## src/common/wpr_pkg.sv

```systemverilog
package wpr_pkg;
    // Register offsets
    localparam logic [7:0] WDT_CTRL_OFF = 8'h8f;
    localparam logic [7:0] PWR_CTRL_OFF = 8'h87;
    localparam logic [7:0] PORT_STAT_OFF = 8'h80;
    localparam logic [7:0] STACK_STAT_OFF = 8'h81;
    // Watchdog control field positions
    localparam int WDT_EN_POS = 7;
    localparam int WDT_CLR_POS = 6;
    localparam int WDT_IDLE_POS = 5;
    localparam int PS_HI_POS = 2;
    localparam int PS_LO_POS = 0;
    // Power control field positions
    localparam int PWR_KEEP_POS = 4;
    localparam int PWR_DOWN_POS = 1;
    localparam int PWR_IDLE_POS = 0;
    // Reset values
    localparam logic [7:0] WDT_CTRL_RST = 8'h00;
    localparam logic [7:0] PWR_CTRL_RST = 8'h00;
    localparam logic [7:0] PORT_RST = 8'hff;
    localparam logic [7:0] STACK_RST = 8'h07;
    // Timing: twelve oscillator periods per machine cycle, two per core clock
    localparam int OSC_PER_MCYC = 12;
    localparam int OSC_PER_CLK = 2;
    localparam int CLK_PER_MCYC = OSC_PER_MCYC / OSC_PER_CLK;
    localparam logic [2:0] MCYC_LAST = 3'(CLK_PER_MCYC - 1);
    localparam logic [2:0] STATE5_PHASE2 = 3'h4;
    localparam int TIMER_BITS = 14;
    localparam int RST_MIN_MCYC = 2;
    localparam logic [1:0] RST_HOLD_LAST = 2'(RST_MIN_MCYC - 1);
    // Power states
    typedef enum logic [2:0] {
        PWR_RUN = 3'h1,
        PWR_IDLE = 3'h2,
        PWR_DOWN = 3'h4
    } wpr_pwr_t;
endpackage

```

## src/rtl/wpr_top.sv

```systemverilog
`timescale 1ns/1ns
module wpr_top (
    input wire logic core_clk,
    input wire logic resetn,
    input wire logic clk_en,
    input wire logic rst_pin,
    input wire logic any_irq,
    input wire logic [7:0] ext_irq_lines,
    input wire logic [7:0] reg_addr,
    input wire logic [7:0] reg_wdata,
    input wire logic reg_wr,
    input wire logic reg_rd,
    output logic [7:0] reg_rdata,
    output logic sys_reset,
    output logic cpu_clk_en,
    output logic periph_clk_en,
    output logic osc_run,
    output logic wdt_timeout
);
    // Reset release synchroniser
    logic [1:0] rstn_sync_r;
    logic rstn;
    always_ff @(posedge core_clk or negedge resetn) begin
        if (!resetn) begin
            rstn_sync_r <= 2'h0;
        end else begin
            rstn_sync_r <= {rstn_sync_r[0], 1'b1};
        end
    end
    assign rstn = rstn_sync_r[1];

    // Pin synchronisers for reset pin and interrupt lines
    logic pin_meta_r, pin_sync_r;
    logic [7:0] irq_meta_r, irq_sync_r;
    always_ff @(posedge core_clk or negedge rstn) begin
        if (!rstn) begin
            pin_meta_r <= 1'b0;
            pin_sync_r <= 1'b0;
            irq_meta_r <= 8'h00;
            irq_sync_r <= 8'h00;
        end else begin
            pin_meta_r <= rst_pin;
            pin_sync_r <= pin_meta_r;
            irq_meta_r <= ext_irq_lines;
            irq_sync_r <= irq_meta_r;
        end
    end

    // State registers
    logic [2:0] phase_r, phase_nxt;
    logic [1:0] pin_hold_r, pin_hold_nxt;
    logic [1:0] wd_hold_r, wd_hold_nxt;
    logic wd_rst_r, wd_rst_nxt;
    logic sys_rst_r, sys_rst_nxt;
    logic [7:0] wdt_ctrl_r, wdt_ctrl_nxt;
    logic [7:0] pwr_ctrl_r, pwr_ctrl_nxt;
    logic [7:0] port_r, port_nxt;
    logic [7:0] stack_r, stack_nxt;
    logic [7:0] pre_r, pre_nxt;
    logic [13:0] tmr_r, tmr_nxt;
    logic clr_pend_r, clr_pend_nxt;
    logic [7:0] rdata_r, rdata_nxt;
    logic tout_r, tout_nxt;
    wpr_pkg::wpr_pwr_t pwr_r, pwr_nxt;
    logic cpu_en_r, cpu_en_nxt; // Registered processor clock enable
    logic awake_r, awake_nxt; // Registered peripheral and oscillator enable
    // Combinational helpers
    logic mcyc_end;
    logic pre_tick;
    logic wdt_run;
    logic [2:0] ps_sel;
    logic [7:0] pre_mask;

    // Prescale code to divider mask: 000=2,010=4,001=8,011=16, then 32..256
    always_comb begin
        ps_sel = wdt_ctrl_r[wpr_pkg::PS_HI_POS:wpr_pkg::PS_LO_POS];
        case (ps_sel)
            3'h0: pre_mask = 8'h01;
            3'h2: pre_mask = 8'h03;
            3'h1: pre_mask = 8'h07;
            3'h3: pre_mask = 8'h0f;
            3'h4: pre_mask = 8'h1f;
            3'h5: pre_mask = 8'h3f;
            3'h6: pre_mask = 8'h7f;
            default: pre_mask = 8'hff;
        endcase
    end

    // Next-state logic
    always_comb begin
        phase_nxt = phase_r;
        pin_hold_nxt = pin_hold_r;
        wd_hold_nxt = wd_hold_r;
        wd_rst_nxt = wd_rst_r;
        sys_rst_nxt = sys_rst_r;
        wdt_ctrl_nxt = wdt_ctrl_r;
        pwr_ctrl_nxt = pwr_ctrl_r;
        port_nxt = port_r;
        stack_nxt = stack_r;
        pre_nxt = pre_r;
        tmr_nxt = tmr_r;
        clr_pend_nxt = clr_pend_r;
        rdata_nxt = 8'h00;
        tout_nxt = 1'b0;
        pwr_nxt = pwr_r;
        // Machine cycle of six core clocks (each core clock is two osc periods)
        mcyc_end = (phase_r == wpr_pkg::MCYC_LAST);
        phase_nxt = mcyc_end ? 3'h0 : phase_r + 3'h1;
        // Watchdog runs when enabled, not in power-down, and in idle only if allowed
        wdt_run = wdt_ctrl_r[wpr_pkg::WDT_EN_POS] && (pwr_r != wpr_pkg::PWR_DOWN) &&
                  ((pwr_r != wpr_pkg::PWR_IDLE) || wdt_ctrl_r[wpr_pkg::WDT_IDLE_POS]);
        pre_tick = 1'b0;
        // Reset pin: sampled once per machine cycle; glitches reset the count
        if (phase_r == wpr_pkg::STATE5_PHASE2) begin
            if (!pin_sync_r) begin
                pin_hold_nxt = 2'h0;
            end else if (pin_hold_r != wpr_pkg::RST_HOLD_LAST + 2'h1) begin
                pin_hold_nxt = pin_hold_r + 2'h1;
            end
        end
        // Watchdog-generated reset stretched over two machine cycles
        if (wd_rst_r && mcyc_end) begin
            if (wd_hold_r == wpr_pkg::RST_HOLD_LAST) begin
                wd_rst_nxt = 1'b0;
                wd_hold_nxt = 2'h0;
            end else begin
                wd_hold_nxt = wd_hold_r + 2'h1;
            end
        end
        sys_rst_nxt = wd_rst_r || (pin_hold_r == wpr_pkg::RST_HOLD_LAST + 2'h1);
        if (sys_rst_r) begin
            // Reset values of the controlled registers
            wdt_ctrl_nxt = wpr_pkg::WDT_CTRL_RST;
            pwr_ctrl_nxt = (wpr_pkg::PWR_CTRL_RST & ~(8'h01 << wpr_pkg::PWR_KEEP_POS)) |
                           (pwr_ctrl_r & (8'h01 << wpr_pkg::PWR_KEEP_POS));
            port_nxt = wpr_pkg::PORT_RST;
            stack_nxt = wpr_pkg::STACK_RST;
            pre_nxt = 8'h00;
            tmr_nxt = 14'h0000;
            clr_pend_nxt = 1'b0;
            pwr_nxt = wpr_pkg::PWR_RUN;
        end else begin
            // Watchdog divider chain, one prescaler step per machine cycle
            if (clr_pend_r && mcyc_end) begin
                pre_nxt = 8'h00;
                tmr_nxt = 14'h0000;
                clr_pend_nxt = 1'b0;
                wdt_ctrl_nxt[wpr_pkg::WDT_CLR_POS] = 1'b0;
            end else if (wdt_run && mcyc_end) begin
                pre_tick = ((pre_r & pre_mask) == pre_mask);
                pre_nxt = pre_tick ? 8'h00 : pre_r + 8'h01;
                if (pre_tick) begin
                    tmr_nxt = tmr_r + 14'h0001;
                    if (tmr_r == {wpr_pkg::TIMER_BITS{1'b1}}) begin
                        tout_nxt = 1'b1;
                        wd_rst_nxt = 1'b1;
                        wd_hold_nxt = 2'h0;
                    end
                end
            end
            // Power state machine
            case (pwr_r)
                wpr_pkg::PWR_RUN: begin
                    if (pwr_ctrl_r[wpr_pkg::PWR_DOWN_POS]) begin
                        pwr_nxt = wpr_pkg::PWR_DOWN;
                    end else if (pwr_ctrl_r[wpr_pkg::PWR_IDLE_POS]) begin
                        pwr_nxt = wpr_pkg::PWR_IDLE;
                    end
                end
                wpr_pkg::PWR_IDLE: begin
                    if (any_irq) begin
                        pwr_nxt = wpr_pkg::PWR_RUN;
                        pwr_ctrl_nxt[wpr_pkg::PWR_IDLE_POS] = 1'b0;
                    end
                end
                wpr_pkg::PWR_DOWN: begin
                    if (irq_sync_r != 8'h00) begin
                        pwr_nxt = wpr_pkg::PWR_RUN;
                        pwr_ctrl_nxt[wpr_pkg::PWR_DOWN_POS] = 1'b0;
                    end
                end
                default: pwr_nxt = wpr_pkg::PWR_RUN;
            endcase
            // Register writes; a clear request is held until the next machine cycle
            if (reg_wr) begin
                if (reg_addr == wpr_pkg::WDT_CTRL_OFF) begin
                    wdt_ctrl_nxt = reg_wdata & 8'he7;
                    if (reg_wdata[wpr_pkg::WDT_CLR_POS]) begin
                        clr_pend_nxt = 1'b1;
                    end
                end else if (reg_addr == wpr_pkg::PWR_CTRL_OFF) begin
                    pwr_ctrl_nxt = reg_wdata;
                end else if (reg_addr == wpr_pkg::PORT_STAT_OFF) begin
                    port_nxt = reg_wdata;
                end else if (reg_addr == wpr_pkg::STACK_STAT_OFF) begin
                    stack_nxt = reg_wdata;
                end
            end
        end
        // Clock enables follow the next power state, so outputs come from flops
        cpu_en_nxt = (pwr_nxt == wpr_pkg::PWR_RUN);
        awake_nxt = (pwr_nxt != wpr_pkg::PWR_DOWN);
        // Register reads, data valid in the following cycle
        if (reg_rd) begin
            if (reg_addr == wpr_pkg::WDT_CTRL_OFF) begin
                rdata_nxt = wdt_ctrl_r;
            end else if (reg_addr == wpr_pkg::PWR_CTRL_OFF) begin
                rdata_nxt = pwr_ctrl_r;
            end else if (reg_addr == wpr_pkg::PORT_STAT_OFF) begin
                rdata_nxt = port_r;
            end else if (reg_addr == wpr_pkg::STACK_STAT_OFF) begin
                rdata_nxt = stack_r;
            end else begin
                rdata_nxt = 8'h00;
            end
        end
    end

    // Registering of all state except the synchronisers, frozen while clock enable is low
    always_ff @(posedge core_clk or negedge rstn) begin
        if (!rstn) begin
            phase_r <= 3'h0;
            pin_hold_r <= 2'h0;
            wd_hold_r <= 2'h0;
            wd_rst_r <= 1'b0;
            sys_rst_r <= 1'b0;
            wdt_ctrl_r <= wpr_pkg::WDT_CTRL_RST;
            pwr_ctrl_r <= wpr_pkg::PWR_CTRL_RST;
            port_r <= wpr_pkg::PORT_RST;
            stack_r <= wpr_pkg::STACK_RST;
            pre_r <= 8'h00;
            tmr_r <= 14'h0000;
            clr_pend_r <= 1'b0;
            rdata_r <= 8'h00;
            tout_r <= 1'b0;
            pwr_r <= wpr_pkg::PWR_RUN;
            cpu_en_r <= 1'b1;
            awake_r <= 1'b1;
        end else if (clk_en) begin
            phase_r <= phase_nxt;
            pin_hold_r <= pin_hold_nxt;
            wd_hold_r <= wd_hold_nxt;
            wd_rst_r <= wd_rst_nxt;
            sys_rst_r <= sys_rst_nxt;
            wdt_ctrl_r <= wdt_ctrl_nxt;
            pwr_ctrl_r <= pwr_ctrl_nxt;
            port_r <= port_nxt;
            stack_r <= stack_nxt;
            pre_r <= pre_nxt;
            tmr_r <= tmr_nxt;
            clr_pend_r <= clr_pend_nxt;
            rdata_r <= rdata_nxt;
            tout_r <= tout_nxt;
            pwr_r <= pwr_nxt;
            cpu_en_r <= cpu_en_nxt;
            awake_r <= awake_nxt;
        end
    end

    // Outputs straight from flip-flops
    assign reg_rdata = rdata_r;
    assign sys_reset = sys_rst_r;
    assign cpu_clk_en = cpu_en_r;
    assign periph_clk_en = awake_r;
    assign osc_run = awake_r;
    assign wdt_timeout = tout_r;

    // Assertions
    a_timeout_resets: assert property (@(posedge core_clk) disable iff (!rstn)
        (clk_en && tout_nxt) |=> wd_rst_r) else $error("timeout gave no reset");
    a_reset_disables: assert property (@(posedge core_clk) disable iff (!rstn)
        (clk_en && sys_rst_r) |=> !wdt_ctrl_r[wpr_pkg::WDT_EN_POS])
        else $error("watchdog enabled after reset");
    a_reset_zeroes: assert property (@(posedge core_clk) disable iff (!rstn)
        (clk_en && sys_rst_r) |=> (tmr_r == 14'h0000 && pre_r == 8'h00))
        else $error("counter not zero after reset");
    a_clear_selfclr: assert property (@(posedge core_clk) disable iff (!rstn || !clk_en)
        clr_pend_r |-> ##[0:12] !wdt_ctrl_r[wpr_pkg::WDT_CLR_POS])
        else $error("clear bit stuck");
    a_disabled_frozen: assert property (@(posedge core_clk) disable iff (!rstn)
        (!wdt_ctrl_r[wpr_pkg::WDT_EN_POS] && !clr_pend_r && !sys_rst_r) |=>
        $stable(tmr_r)) else $error("disabled watchdog counted");
    a_idle_stops: assert property (@(posedge core_clk) disable iff (!rstn)
        (pwr_r == wpr_pkg::PWR_IDLE && !wdt_ctrl_r[wpr_pkg::WDT_IDLE_POS] &&
        !clr_pend_r && !sys_rst_r) |=> $stable(pre_r))
        else $error("watchdog ran in idle");
    a_wd_hold_long: assert property (@(posedge core_clk) disable iff (!rstn)
        $rose(wd_rst_r) |-> wd_rst_r [*7]) else $error("watchdog reset too short");
    a_pd_clocks: assert property (@(posedge core_clk) disable iff (!rstn)
        (clk_en && !sys_rst_r && pwr_r == wpr_pkg::PWR_RUN &&
        pwr_ctrl_r[wpr_pkg::PWR_DOWN_POS]) |=> (!osc_run && !periph_clk_en && !cpu_clk_en))
        else $error("clock running in power-down");
    a_idle_cpu: assert property (@(posedge core_clk) disable iff (!rstn)
        (clk_en && !sys_rst_r && pwr_r == wpr_pkg::PWR_RUN &&
        pwr_ctrl_r[wpr_pkg::PWR_IDLE_POS] && !pwr_ctrl_r[wpr_pkg::PWR_DOWN_POS]) |=>
        (!cpu_clk_en && periph_clk_en)) else $error("idle clock gating wrong");
    a_phase_wrap: assert property (@(posedge core_clk) disable iff (!rstn)
        (clk_en && mcyc_end) |=> (phase_r == 3'h0)) else $error("machine cycle wrong");
    c_timeout: cover property (@(posedge core_clk) disable iff (!rstn) tout_r);
    c_idle_wake: cover property (@(posedge core_clk) disable iff (!rstn)
        pwr_r == wpr_pkg::PWR_IDLE ##1 pwr_r == wpr_pkg::PWR_RUN);
    c_pd_wake: cover property (@(posedge core_clk) disable iff (!rstn)
        pwr_r == wpr_pkg::PWR_DOWN ##1 pwr_r == wpr_pkg::PWR_RUN);
    c_pin_reset: cover property (@(posedge core_clk) disable iff (!rstn)
        sys_rst_r && !wd_rst_r);
endmodule

```

## config.mk

```make
export PLATFORM = sky130hd
export DESIGN_NAME = wpr_top
export DESIGN_NICKNAME = d
export VERILOG_FILES = /design/src/common/wpr_pkg.sv /design/src/rtl/wpr_top.sv
export SDC_FILE = /design/constraint.sdc
export NUM_CORES = 1
export LEC_CHECK = 0
export BUFFER_PORTS_ARGS = -buffer_cell sky130_fd_sc_hd__buf_2
export CORE_MARGIN = 10
export CORE_UTILIZATION = 30
export DETAILED_ROUTE_END_ITERATION = 12
export GPL_ROUTABILITY_DRIVEN = 0
export PLACE_DENSITY = 0.52
export SYNTH_ARGS = -nofsm -noshare
export SYNTH_HDL_FRONTEND = slang
export SYNTH_SLANG_ARGS = --single-unit
```

## constraint.sdc

```tcl
create_clock -name core_clk -period 3.84 [get_ports core_clk]
set_input_delay 0.768 -clock core_clk [delete_from_list [all_inputs] [get_ports core_clk]]
set_output_delay 0.768 -clock core_clk [all_outputs]
set_load 0.02 [all_outputs]
```

Word-level counts from Yosys, hierarchy flattened
Index checks and enable logic that the tools add are counted.
{"block": "classes", "n_reduce_logical": 24, "n_mux": 70, "n_eq_ne": 28, "shift": 0, "n_div": 0, "mul": 0, "n_lt_le_gt_ge": 0, "addsub": 5, "bitwise": 3}
{"cell": "8-bit 2-to-1 mux", "count": 27}
{"cell": "14-bit 2-to-1 mux", "count": 4}
{"cell": "8-bit case mux with 7 select lines", "count": 1}
{"cell": "8-bit == test, second input constant", "count": 4}
{"cell": "1-bit 2-to-1 mux", "count": 22}
{"cell": "3-bit == test, second input constant", "count": 6}
{"cell": "2-bit 2-to-1 mux", "count": 9}
{"cell": "3-bit 2-to-1 mux", "count": 6}
{"cell": "14-bit by 1-bit adder with 14-bit output, second input constant", "count": 1}
{"cell": "14-bit == test, second input constant", "count": 1}
{"cell": "5-bit AND reduction", "count": 2}
{"cell": "2-bit nonzero test", "count": 5}
{"cell": "3-bit by 1-bit == test with 1-bit output, second input constant", "count": 3}
{"cell": "3-bit by 2-bit == test with 1-bit output, second input constant", "count": 3}
{"cell": "3-bit case mux with 3 select lines", "count": 1}
{"cell": "3-bit AND reduction", "count": 3}
{"cell": "8-bit by 1-bit adder with 8-bit output, second input constant", "count": 1}
{"cell": "8-bit AND", "count": 1}
{"cell": "8-bit == test", "count": 1}
{"cell": "2-bit != test, second input constant", "count": 4}
{"cell": "8-bit nonzero test", "count": 1}
{"cell": "3-bit != test, second input constant", "count": 2}
{"cell": "6-bit AND reduction", "count": 1}
{"cell": "3-bit nonzero test", "count": 2}
{"cell": "other kinds (12)", "count": 19}
{"block": "totals", "latchBits": 0, "output_inout_bits": 13, "input_bits": 31, "ramBits": 0, "rom_bits": 0, "mem_count": 0, "elab_cells": 155, "ff_bits": 98}

Depth between registers and ports, before layout
Gate-level depths: netlist of the first run.
{"block": "logic_depth", "depth_word": 8, "depth_mapped": 9, "depth_no_buf": 6}

Worst setup path before layout of the first run
OpenSTA, ideal clock, no wires.
{"block": "synth_timing", "path_kind": "in2reg", "start": "input reg_addr[5]", "end": "register stack_r[0]", "setup_time_ps": 80, "path_stages": 7, "slack_ps": 1332, "arrival_ps": 2428, "path_buffers": 1, "required_ps": 3760, "path_cell_list": "or4b_4 -> nor4bb_1 -> buf_4 -> and3_1 -> nand2_1 -> o22a_1 -> o22a_1"}
{"block": "synth_via", "elab_chain_len": 3, "word_cells_on_any_way": 9, "cone_classes": "7 x eq/ne; 2 x reduce/logical"}
{"element": "start, declared", "line_no": "wpr_top.sv:9", "source": "input wire logic [7:0] reg_addr,"}
{"element": "8-bit == test (on tied branches)"}
{"element": "2-bit != test (no line) / 2-bit nonzero test (equally long branches)"}
{"element": "6-bit AND reduction (no line) (*)"}
{"element": "end signal, assigned", "line_no": "wpr_top.sv:230", "source": "stack_r <= wpr_pkg::STACK_RST;"}
{"element": "end signal, assigned", "line_no": "wpr_top.sv:248", "source": "stack_r <= stack_nxt;"}
{"element": "end, declared", "line_no": "wpr_top.sv:58", "source": "logic [7:0] stack_r, stack_nxt;"}
Mark *: on every way between the ends. The rest lies on a longest branch, timed or not.
A chain may end at the register's enable or synchronous reset.

Worst setup path after layout of the first run
{"block": "layout_timing", "start": "input clk_en", "end": "register tmr_r[11]"}
{"block": "layout_via", "elab_chain_len": 1}
{"element": "start, declared", "line_no": "wpr_top.sv:5", "source": "input wire logic clk_en,"}
{"element": "3-bit AND reduction (no line)"}
{"element": "end signal, assigned", "line_no": "wpr_top.sv:250", "source": "tmr_r <= tmr_nxt;"}
{"element": "end, declared", "line_no": "wpr_top.sv:60", "source": "logic [13:0] tmr_r, tmr_nxt;"}
Every way passes these cells.

==> results of run 1 <==
-- how the worst min path moves through the flow --
stage                     endpoint           from  cells past startpoint  slack [ps]
CTS                 rstn_sync_r[1]         resetn                      1         170
finish              rstn_sync_r[1]         resetn                      1         180
global route        rstn_sync_r[1]         resetn                      1         170
global placement     irq_sync_r[4]  irq_meta_r[4]                      0         330
detailed placement   irq_sync_r[2]  irq_meta_r[2]                      0         330
floorplan            irq_sync_r[0]  irq_meta_r[0]                      0         330
-- metal layers --
layer / share of wire (%) / wire [um] / vias up
li1: - / - / 1620
met1: 45 / 4850 / 1684
met2: 48 / 5210 / 92
met3: 6.0 / 648 / 8
met4: 0.80 / 86 / 0
met5: 0 / 0 / -
-- synth_stat cells (all sizes together), types with 5 or more instances --
| cell | instances |
|---|---|
| dfrtp | 82 |
| o31ai | 5 |
| clkbuf | 9 |
| o22a | 14 |
| or3 | 5 |
| buf | 7 |
| nand3 | 11 |
| a221o | 6 |
| or4 | 9 |
| o21ai | 32 |
| dfstp | 14 |
| o2bb2ai | 20 |
| a22o | 10 |
| a21oi | 23 |
| and2 | 5 |
| nor2 | 33 |
| inv | 6 |
| nand4 | 9 |
| a22oi | 7 |
| nand2b | 7 |
| nand2 | 33 |
-- cells by family (layout without fill, tap and decap cells) --
group           count (synthesis)  count (layout)  synth area share, %
buf+inv                        23              74                 2.27
compound gates                137             137                 22.4
other cells                     1               1               0.0862
flops                          96              96                 55.6
xor+xnor                        4               4                0.805
fa+ha+maj                       3               3                0.863
simple gates                  136             136                 17.2
mux                             3               3                0.748
-- flip-flops by register name, indices dropped and copies added, names as in the netlist, 2 cells and up --
register / cells
wdt_ctrl_r: 6
tmr_r: 14
wd_hold_r: 2
pwr_r: 3
rstn_sync_r: 2
pin_hold_r: 2
pre_r: 8
pwr_ctrl_r: 8
irq_meta_r: 8
stack_r: 8
reg_rdata: 8
port_r: 8
irq_sync_r: 8
phase_r: 3
-- area by class of cell --
cell class | count | area [sq um] | area share (%)
flip-flops and latches | 96 | 2420 | 47.8
multi-input cells | 284 | 1830 | 36.1
repair buffers | 51 | 275 | 5.43
clock buffers | 10 | 239 | 4.71
well taps | 180 | 225 | 4.44
clock inverters | 6 | 48.8 | 0.963
inverters | 7 | 26.3 | 0.518
-- where the power goes --
group	leakage (nW)	switching, mW	internal (mW)
Sequential	1.21	0.160	1.18
Clock	0.144	0.406	0.465
Combinational	0.769	0.250	0.209
Total	2.13	0.816	1.86
-- critical path, stage by stage --
cell,delay [ps]
buf_2,90
buf_4,250
o21ai_0,210
nand2_1,310
nand3_1,520
or4_1,660
a21oi_1,160
-- metrics by stage --
stage                     instance area, sq um  total power, mW
final                                     5070             2.68
after global routing                      5070             2.83
after CTS                                 5070             2.71
after detailed placement                  4780             1.82
after global placement                    4780             1.81
after floorplan                           4350             1.67
==> metrics.yaml, run 1 <==
outcome:
  outcome: "completed"
logic_synthesis:
  yosys.area.top_type: "dfrtp_1"
  synth_cells: 403
  synth_edf_count: 0
  avgSynthCellArea_sq_um: 10.8
  seq_area_frac_synth_pct: 55.6
  ys_types: 62
  synth-warning-count: 0
  syn-cell-area_sq_mm: 0.00435
  yosys-top-cells-area: "dfrtp_1 (47%), dfstp_2 (8.5%), o2bb2ai_1 (4.0%), o21ai_0 (3.6%), nor2_1 (2.8%)"
  synth_seq_cells: 96
  synthesis.nets: 437
  synth_top_area_share_pct: 47.2
  async_flop_share_pct: 100
  synthFlopType: "dfrtp_1"
worst_setup_path:
  reg2reg_slack_ps: 1170
  ff2ff_path_depth: 6
  required_ps: 4110
  cp_max_fo: 23
  worstPathArrival_ps: 2980
  cp-end-kind: "flop"
  reg2reg_from: "phase_r[1]"
  crit_end: "tmr_r[11]"
  r2r_end: "tmr_r[11]"
  crit_path_start: "clk_en"
  setup.worst_path.start_class: "input pin"
  criticalPathCategory: "input pin to flop"
routing:
  drt-wirelength-per-cell_um: 17.0
  drt_first_pass_iters: 5
  drt_iter0_drc: 302
  viasPerCell: 5.37
  num_vias: 3404
  drc_errors: 0
  routed_wl_um: 10800
  postRouteAntennaNets: 0
timing:
  drv_slew: 0
  relSlewSlack_pct: 44.3
  setup_violations: 0
  max_freq_ghz: 0.369
  worst_slack_ps: 1130
  finClkSkew_ps: 8.72
  setup_tns_ps: 0
  hold_viol: 0
  fin_crit_sh_pct: 70.5
  holdWs_ps: 185
  fin_crit_ps: 2710
  grt_setup_unrepaired: "false"
  worstMarginPinSlew_ps: 835
floorplanning:
  core_sq_mm: 0.0140
  io_pins: 44
  die_h_um: 140
  start_util_pct: 31.0
  dieArea_sq_mm: 0.0197
  row_count: 43
  die_w_um: 140
global_routing:
  use_met2_pct: 17.3
  grt_use_total_pct: 11.1
  busiest_layer: "met2"
  grt_pass1_vias: 3389
  grt_pass1_wl_um: 17900
  grt_max_degree: 63
  met1_usage_pct: 14.3
  met3_usage_pct: 3.65
  antenna_found_initial: 0
  grt_overflow: 0
final_layout:
  drive_gt1_share_pct: 21.4
  final_common_cell: "dfrtp_1"
  n_antenna_cell: 0
  fin_cells: 634
  layout_common_cells: "dfrtp_1 (81), buf_2 (43), nor2_1 (33), nand2_1 (32), o21ai_0 (31)"
  utilization_pct: 36.1
  nets: 483
  syn2layout_area_growth_pct: 16.5
  num-fill-cells: 1408
min_path:
  hold_class: "input pin to async pin"
placed_design:
  dpl_worst_slack_ps: 767
  hpwl_um: 7560
  dpl.cell_count: 618
  portBuffers: 43
cts:
  clock_latency_ps: 350
  cts.hold.buffers_added: 0
  cts_setup_buffers: 0
  clockBufferDepth: 2
  cts-root-buf: "clkbuf_16"
  cts_sinks: 96
  ctsHtreeMaxLevel: 3
  cts_tree: "done"
  clk_pin_slew_ps: 70
  cts_resized: 0
  cts_buffers: 9
pwr:
  leakagePower_nw: 2.13
  powerDensity_mw_per_mm2: 528
  ir_drop_v: 0.000331
flow_run:
  cap_viol_max_count: 0
Power figures use the tool's default switching activity.
==> inputs of run 2 (changes only) <==
- PLACE_DENSITY: 0.52 -> 0.54
- clock period: 3.84 -> 2.4 ns (I/O delays scaled with it)
==> run 2 against run 1 <==
- sequential power increased by 60%
- worst setup slack got worse by 920 ps
- via count increased by 1.3%
- total power increased by 63%
- routed wire length increased by 0.27%
- non-clock buffer count increased by 17
- combinational power increased by 66%
- first-iteration DRC count decreased by 32%
- register-to-register slack got worse by 950 ps
- critical path type is now flop to flop
- largest power group unchanged
- highest routed layer unchanged
==> metrics.yaml, run 2 (synthesis gave the netlist of run 1 again) <==
final_layout:
  fin_cells: 651  # +2.7%
  num-fill-cells: 1374  # -2.4%
  final_common_cell: "dfrtp_1"
  syn2layout_area_growth_pct: 20.3
  largest-register: "tmr_r"
  drive_gt1_share_pct: 24.0  # +2.6 points
  nets: 500  # +3.5%
  multiInputGateArea_sq_mm: 0.00183  # unchanged
  n_antenna_cell: 0  # unchanged
  layout_common_cells: "dfrtp_1 (81), buf_2 (43), nor2_1 (33), nand2_1 (32), o21ai_0 (31)"
  largest_reg_flops: 14  # unchanged
  fin_area_sq_mm: 0.00523  # +3.3%
  register_area_sq_mm: 0.00242  # unchanged
worst_setup_path:
  r2r_end: "tmr_r[10]"
  reg2reg_from: "pre_r[3]"
  worstPathArrival_ps: 2460  # -520 ps
  required_ps: 2680  # -1430 ps
  cp_max_fo: 6  # -74%
  cp-end-kind: "flop"
  criticalPathCategory: "flop to flop"
  setup.worst_path.start_class: "flop"
  reg2reg_slack_ps: 220  # -950 ps
  ff2ff_path_depth: 6  # unchanged
timing:
  hold_viol: 0  # unchanged
  max_freq_ghz: 0.458
  finClkSkew_ps: 10.2  # +1.52 ps
  fin_crit_sh_pct: 90.9
  drv_slew: 0  # unchanged
  setup_violations: 0  # unchanged
  grt_setup_unrepaired: "false"
  relSlewSlack_pct: 59.9  # +16 points
  worstMarginPinSlew_ps: 601  # -234 ps
  fin_crit_ps: 2180
floorplanning:
  row_count: 43  # unchanged
  start_util_pct: 31.0  # unchanged
  die_w_um: 140  # unchanged
  die_h_um: 140  # unchanged
  dieArea_sq_mm: 0.0197  # unchanged
  core_sq_mm: 0.0140  # unchanged
  io_pins: 44  # unchanged
cts:
  ctsHtreeMaxLevel: 3  # unchanged
  clockBufferDepth: 2  # unchanged
  cts_resized: 0  # unchanged
  cts_buffers: 9  # unchanged
  clock_latency_ps: 360  # about the same
  cts-root-buf: "clkbuf_16"
  cts_tree: "done"
  cts_sinks: 96  # unchanged
  clk_pin_slew_ps: 70  # about the same
min_path:
  hold_class: "input pin to flop"
  holdPathStages: 1
  hp-start: "ext_irq_lines[2]"
  holdPathEnd: "irq_meta_r[2]"
global_routing:
  antenna_found_initial: 0  # unchanged
  grt_pass1_vias: 3565  # +5.2%
  grt_max_degree: 50  # -21%
  grt_overflow: 0  # unchanged
  grt_use_total_pct: 11.2  # +0.13 points
  grt_pass1_wl_um: 18300  # +2.4%
flow_run:
  cap_viol_max_count: 0  # unchanged
routing:
  drt_first_pass_iters: 4  # -1
  wl_met2_um: 5150  # -1.2%
  postRouteAntennaNets: 0  # unchanged
  drt_iter0_drc: 204  # -32%
  highest_layer: "met4"
  viasPerCell: 5.29  # -1.4%
  dr_wl_met3_um: 459  # -29%
  drt-wirelength-per-cell_um: 16.6  # -2.3%
  wl_met1_um: 5080  # +4.9%
  routed_wl_um: 10800  # +0.27%
  drc_errors: 0  # unchanged
  num_vias: 3447  # +1.3%
placed_design:
  dpl.cell_count: 634  # +2.6%
  portBuffers: 43  # unchanged
  hpwl_um: 7740  # +2.3%
  placed_cell_area_sq_mm: 0.00493  # +3.0%
pwr:
  ir_drop_v: 0.000381  # +15%
  leakagePower_nw: 2.22  # +4.6%
  powerDensity_mw_per_mm2: 834  # +58%
  finalPower_mw: 4.37  # +63%
outcome:
  outcome: "completed"
run 2: how the worst max path moves through the flow:
stage | start | cells after the start | to | slack (ps)
3_3_place_gp | reg_addr[5] | 8 | stack_r[1] | 50
3_5_place_dp | reg_addr[5] | 8 | stack_r[0] | -20
2_1_floorplan | reg_addr[5] | 7 | stack_r[0] | 180
6_report | pre_r[3] | 6 | tmr_r[10] | 220
4_1_cts | pre_r[3] | 6 | tmr_r[10] | 210
5_1_grt | pre_r[3] | 6 | tmr_r[10] | 120
run 2: routing by layer:
| metal | vias up | track usage (%) |
|---|---|---|
| met5 | - | 0 |
| met4 | 0 | 3.59 |
| met3 | 10 | 3.18 |
| met2 | 79 | 17.9 |
| met1 | 1704 | 14.2 |
| li1 | 1654 | - |
run 2: layout make-up:
type                            instances  area share [%]
Inverter                                7           0.502
Tap cell                              180            4.30
Timing Repair Buffer                   68            8.22
Multi-Input combinational cell        284            35.0
Clock inverter                          7            1.39
Sequential cell                        96            46.3
Clock buffer                            9            4.30
run 2: worst max-delay path, cell delays in order (launching register included):
cell	delay (ps)
dfrtp_1	440
nand2_2	90
a211o_1	310
o211a_1	270
or4_4	530
or3_1	320
a21oi_1	150
run 2: report_power, final:
| group | internal (mW) | leakage, nW | switching (mW) | total (mW) |
|---|---|---|---|---|
| Clock | 0.739 | 0.149 | 0.719 | 1.46 |
| Combinational | 0.362 | 0.862 | 0.399 | 0.761 |
| Sequential | 1.89 | 1.21 | 0.253 | 2.15 |
run 2: what timing repair did:
item | CTS | global route
hold buffers | 1 | 0
endpoints found under the hold margin | 2 | 0
buffers inserted | 0 | 0
run 2: metrics by stage:
| step | setup TNS, ps | utilization [%] | setup WS, ps | hold slack [ps] |
|---|---|---|---|---|
| after floorplan | 0 | - | 180 | 184 |
| after global placement | 0 | 35.1 | 52.9 | 264 |
| after detailed placement | -30.3 | 35.1 | -15.9 | 268 |
| after CTS | 0 | 37.3 | 206 | 214 |
| after global routing | 0 | 37.3 | 116 | 214 |
| final | 0 | 37.3 | 218 | 225 |
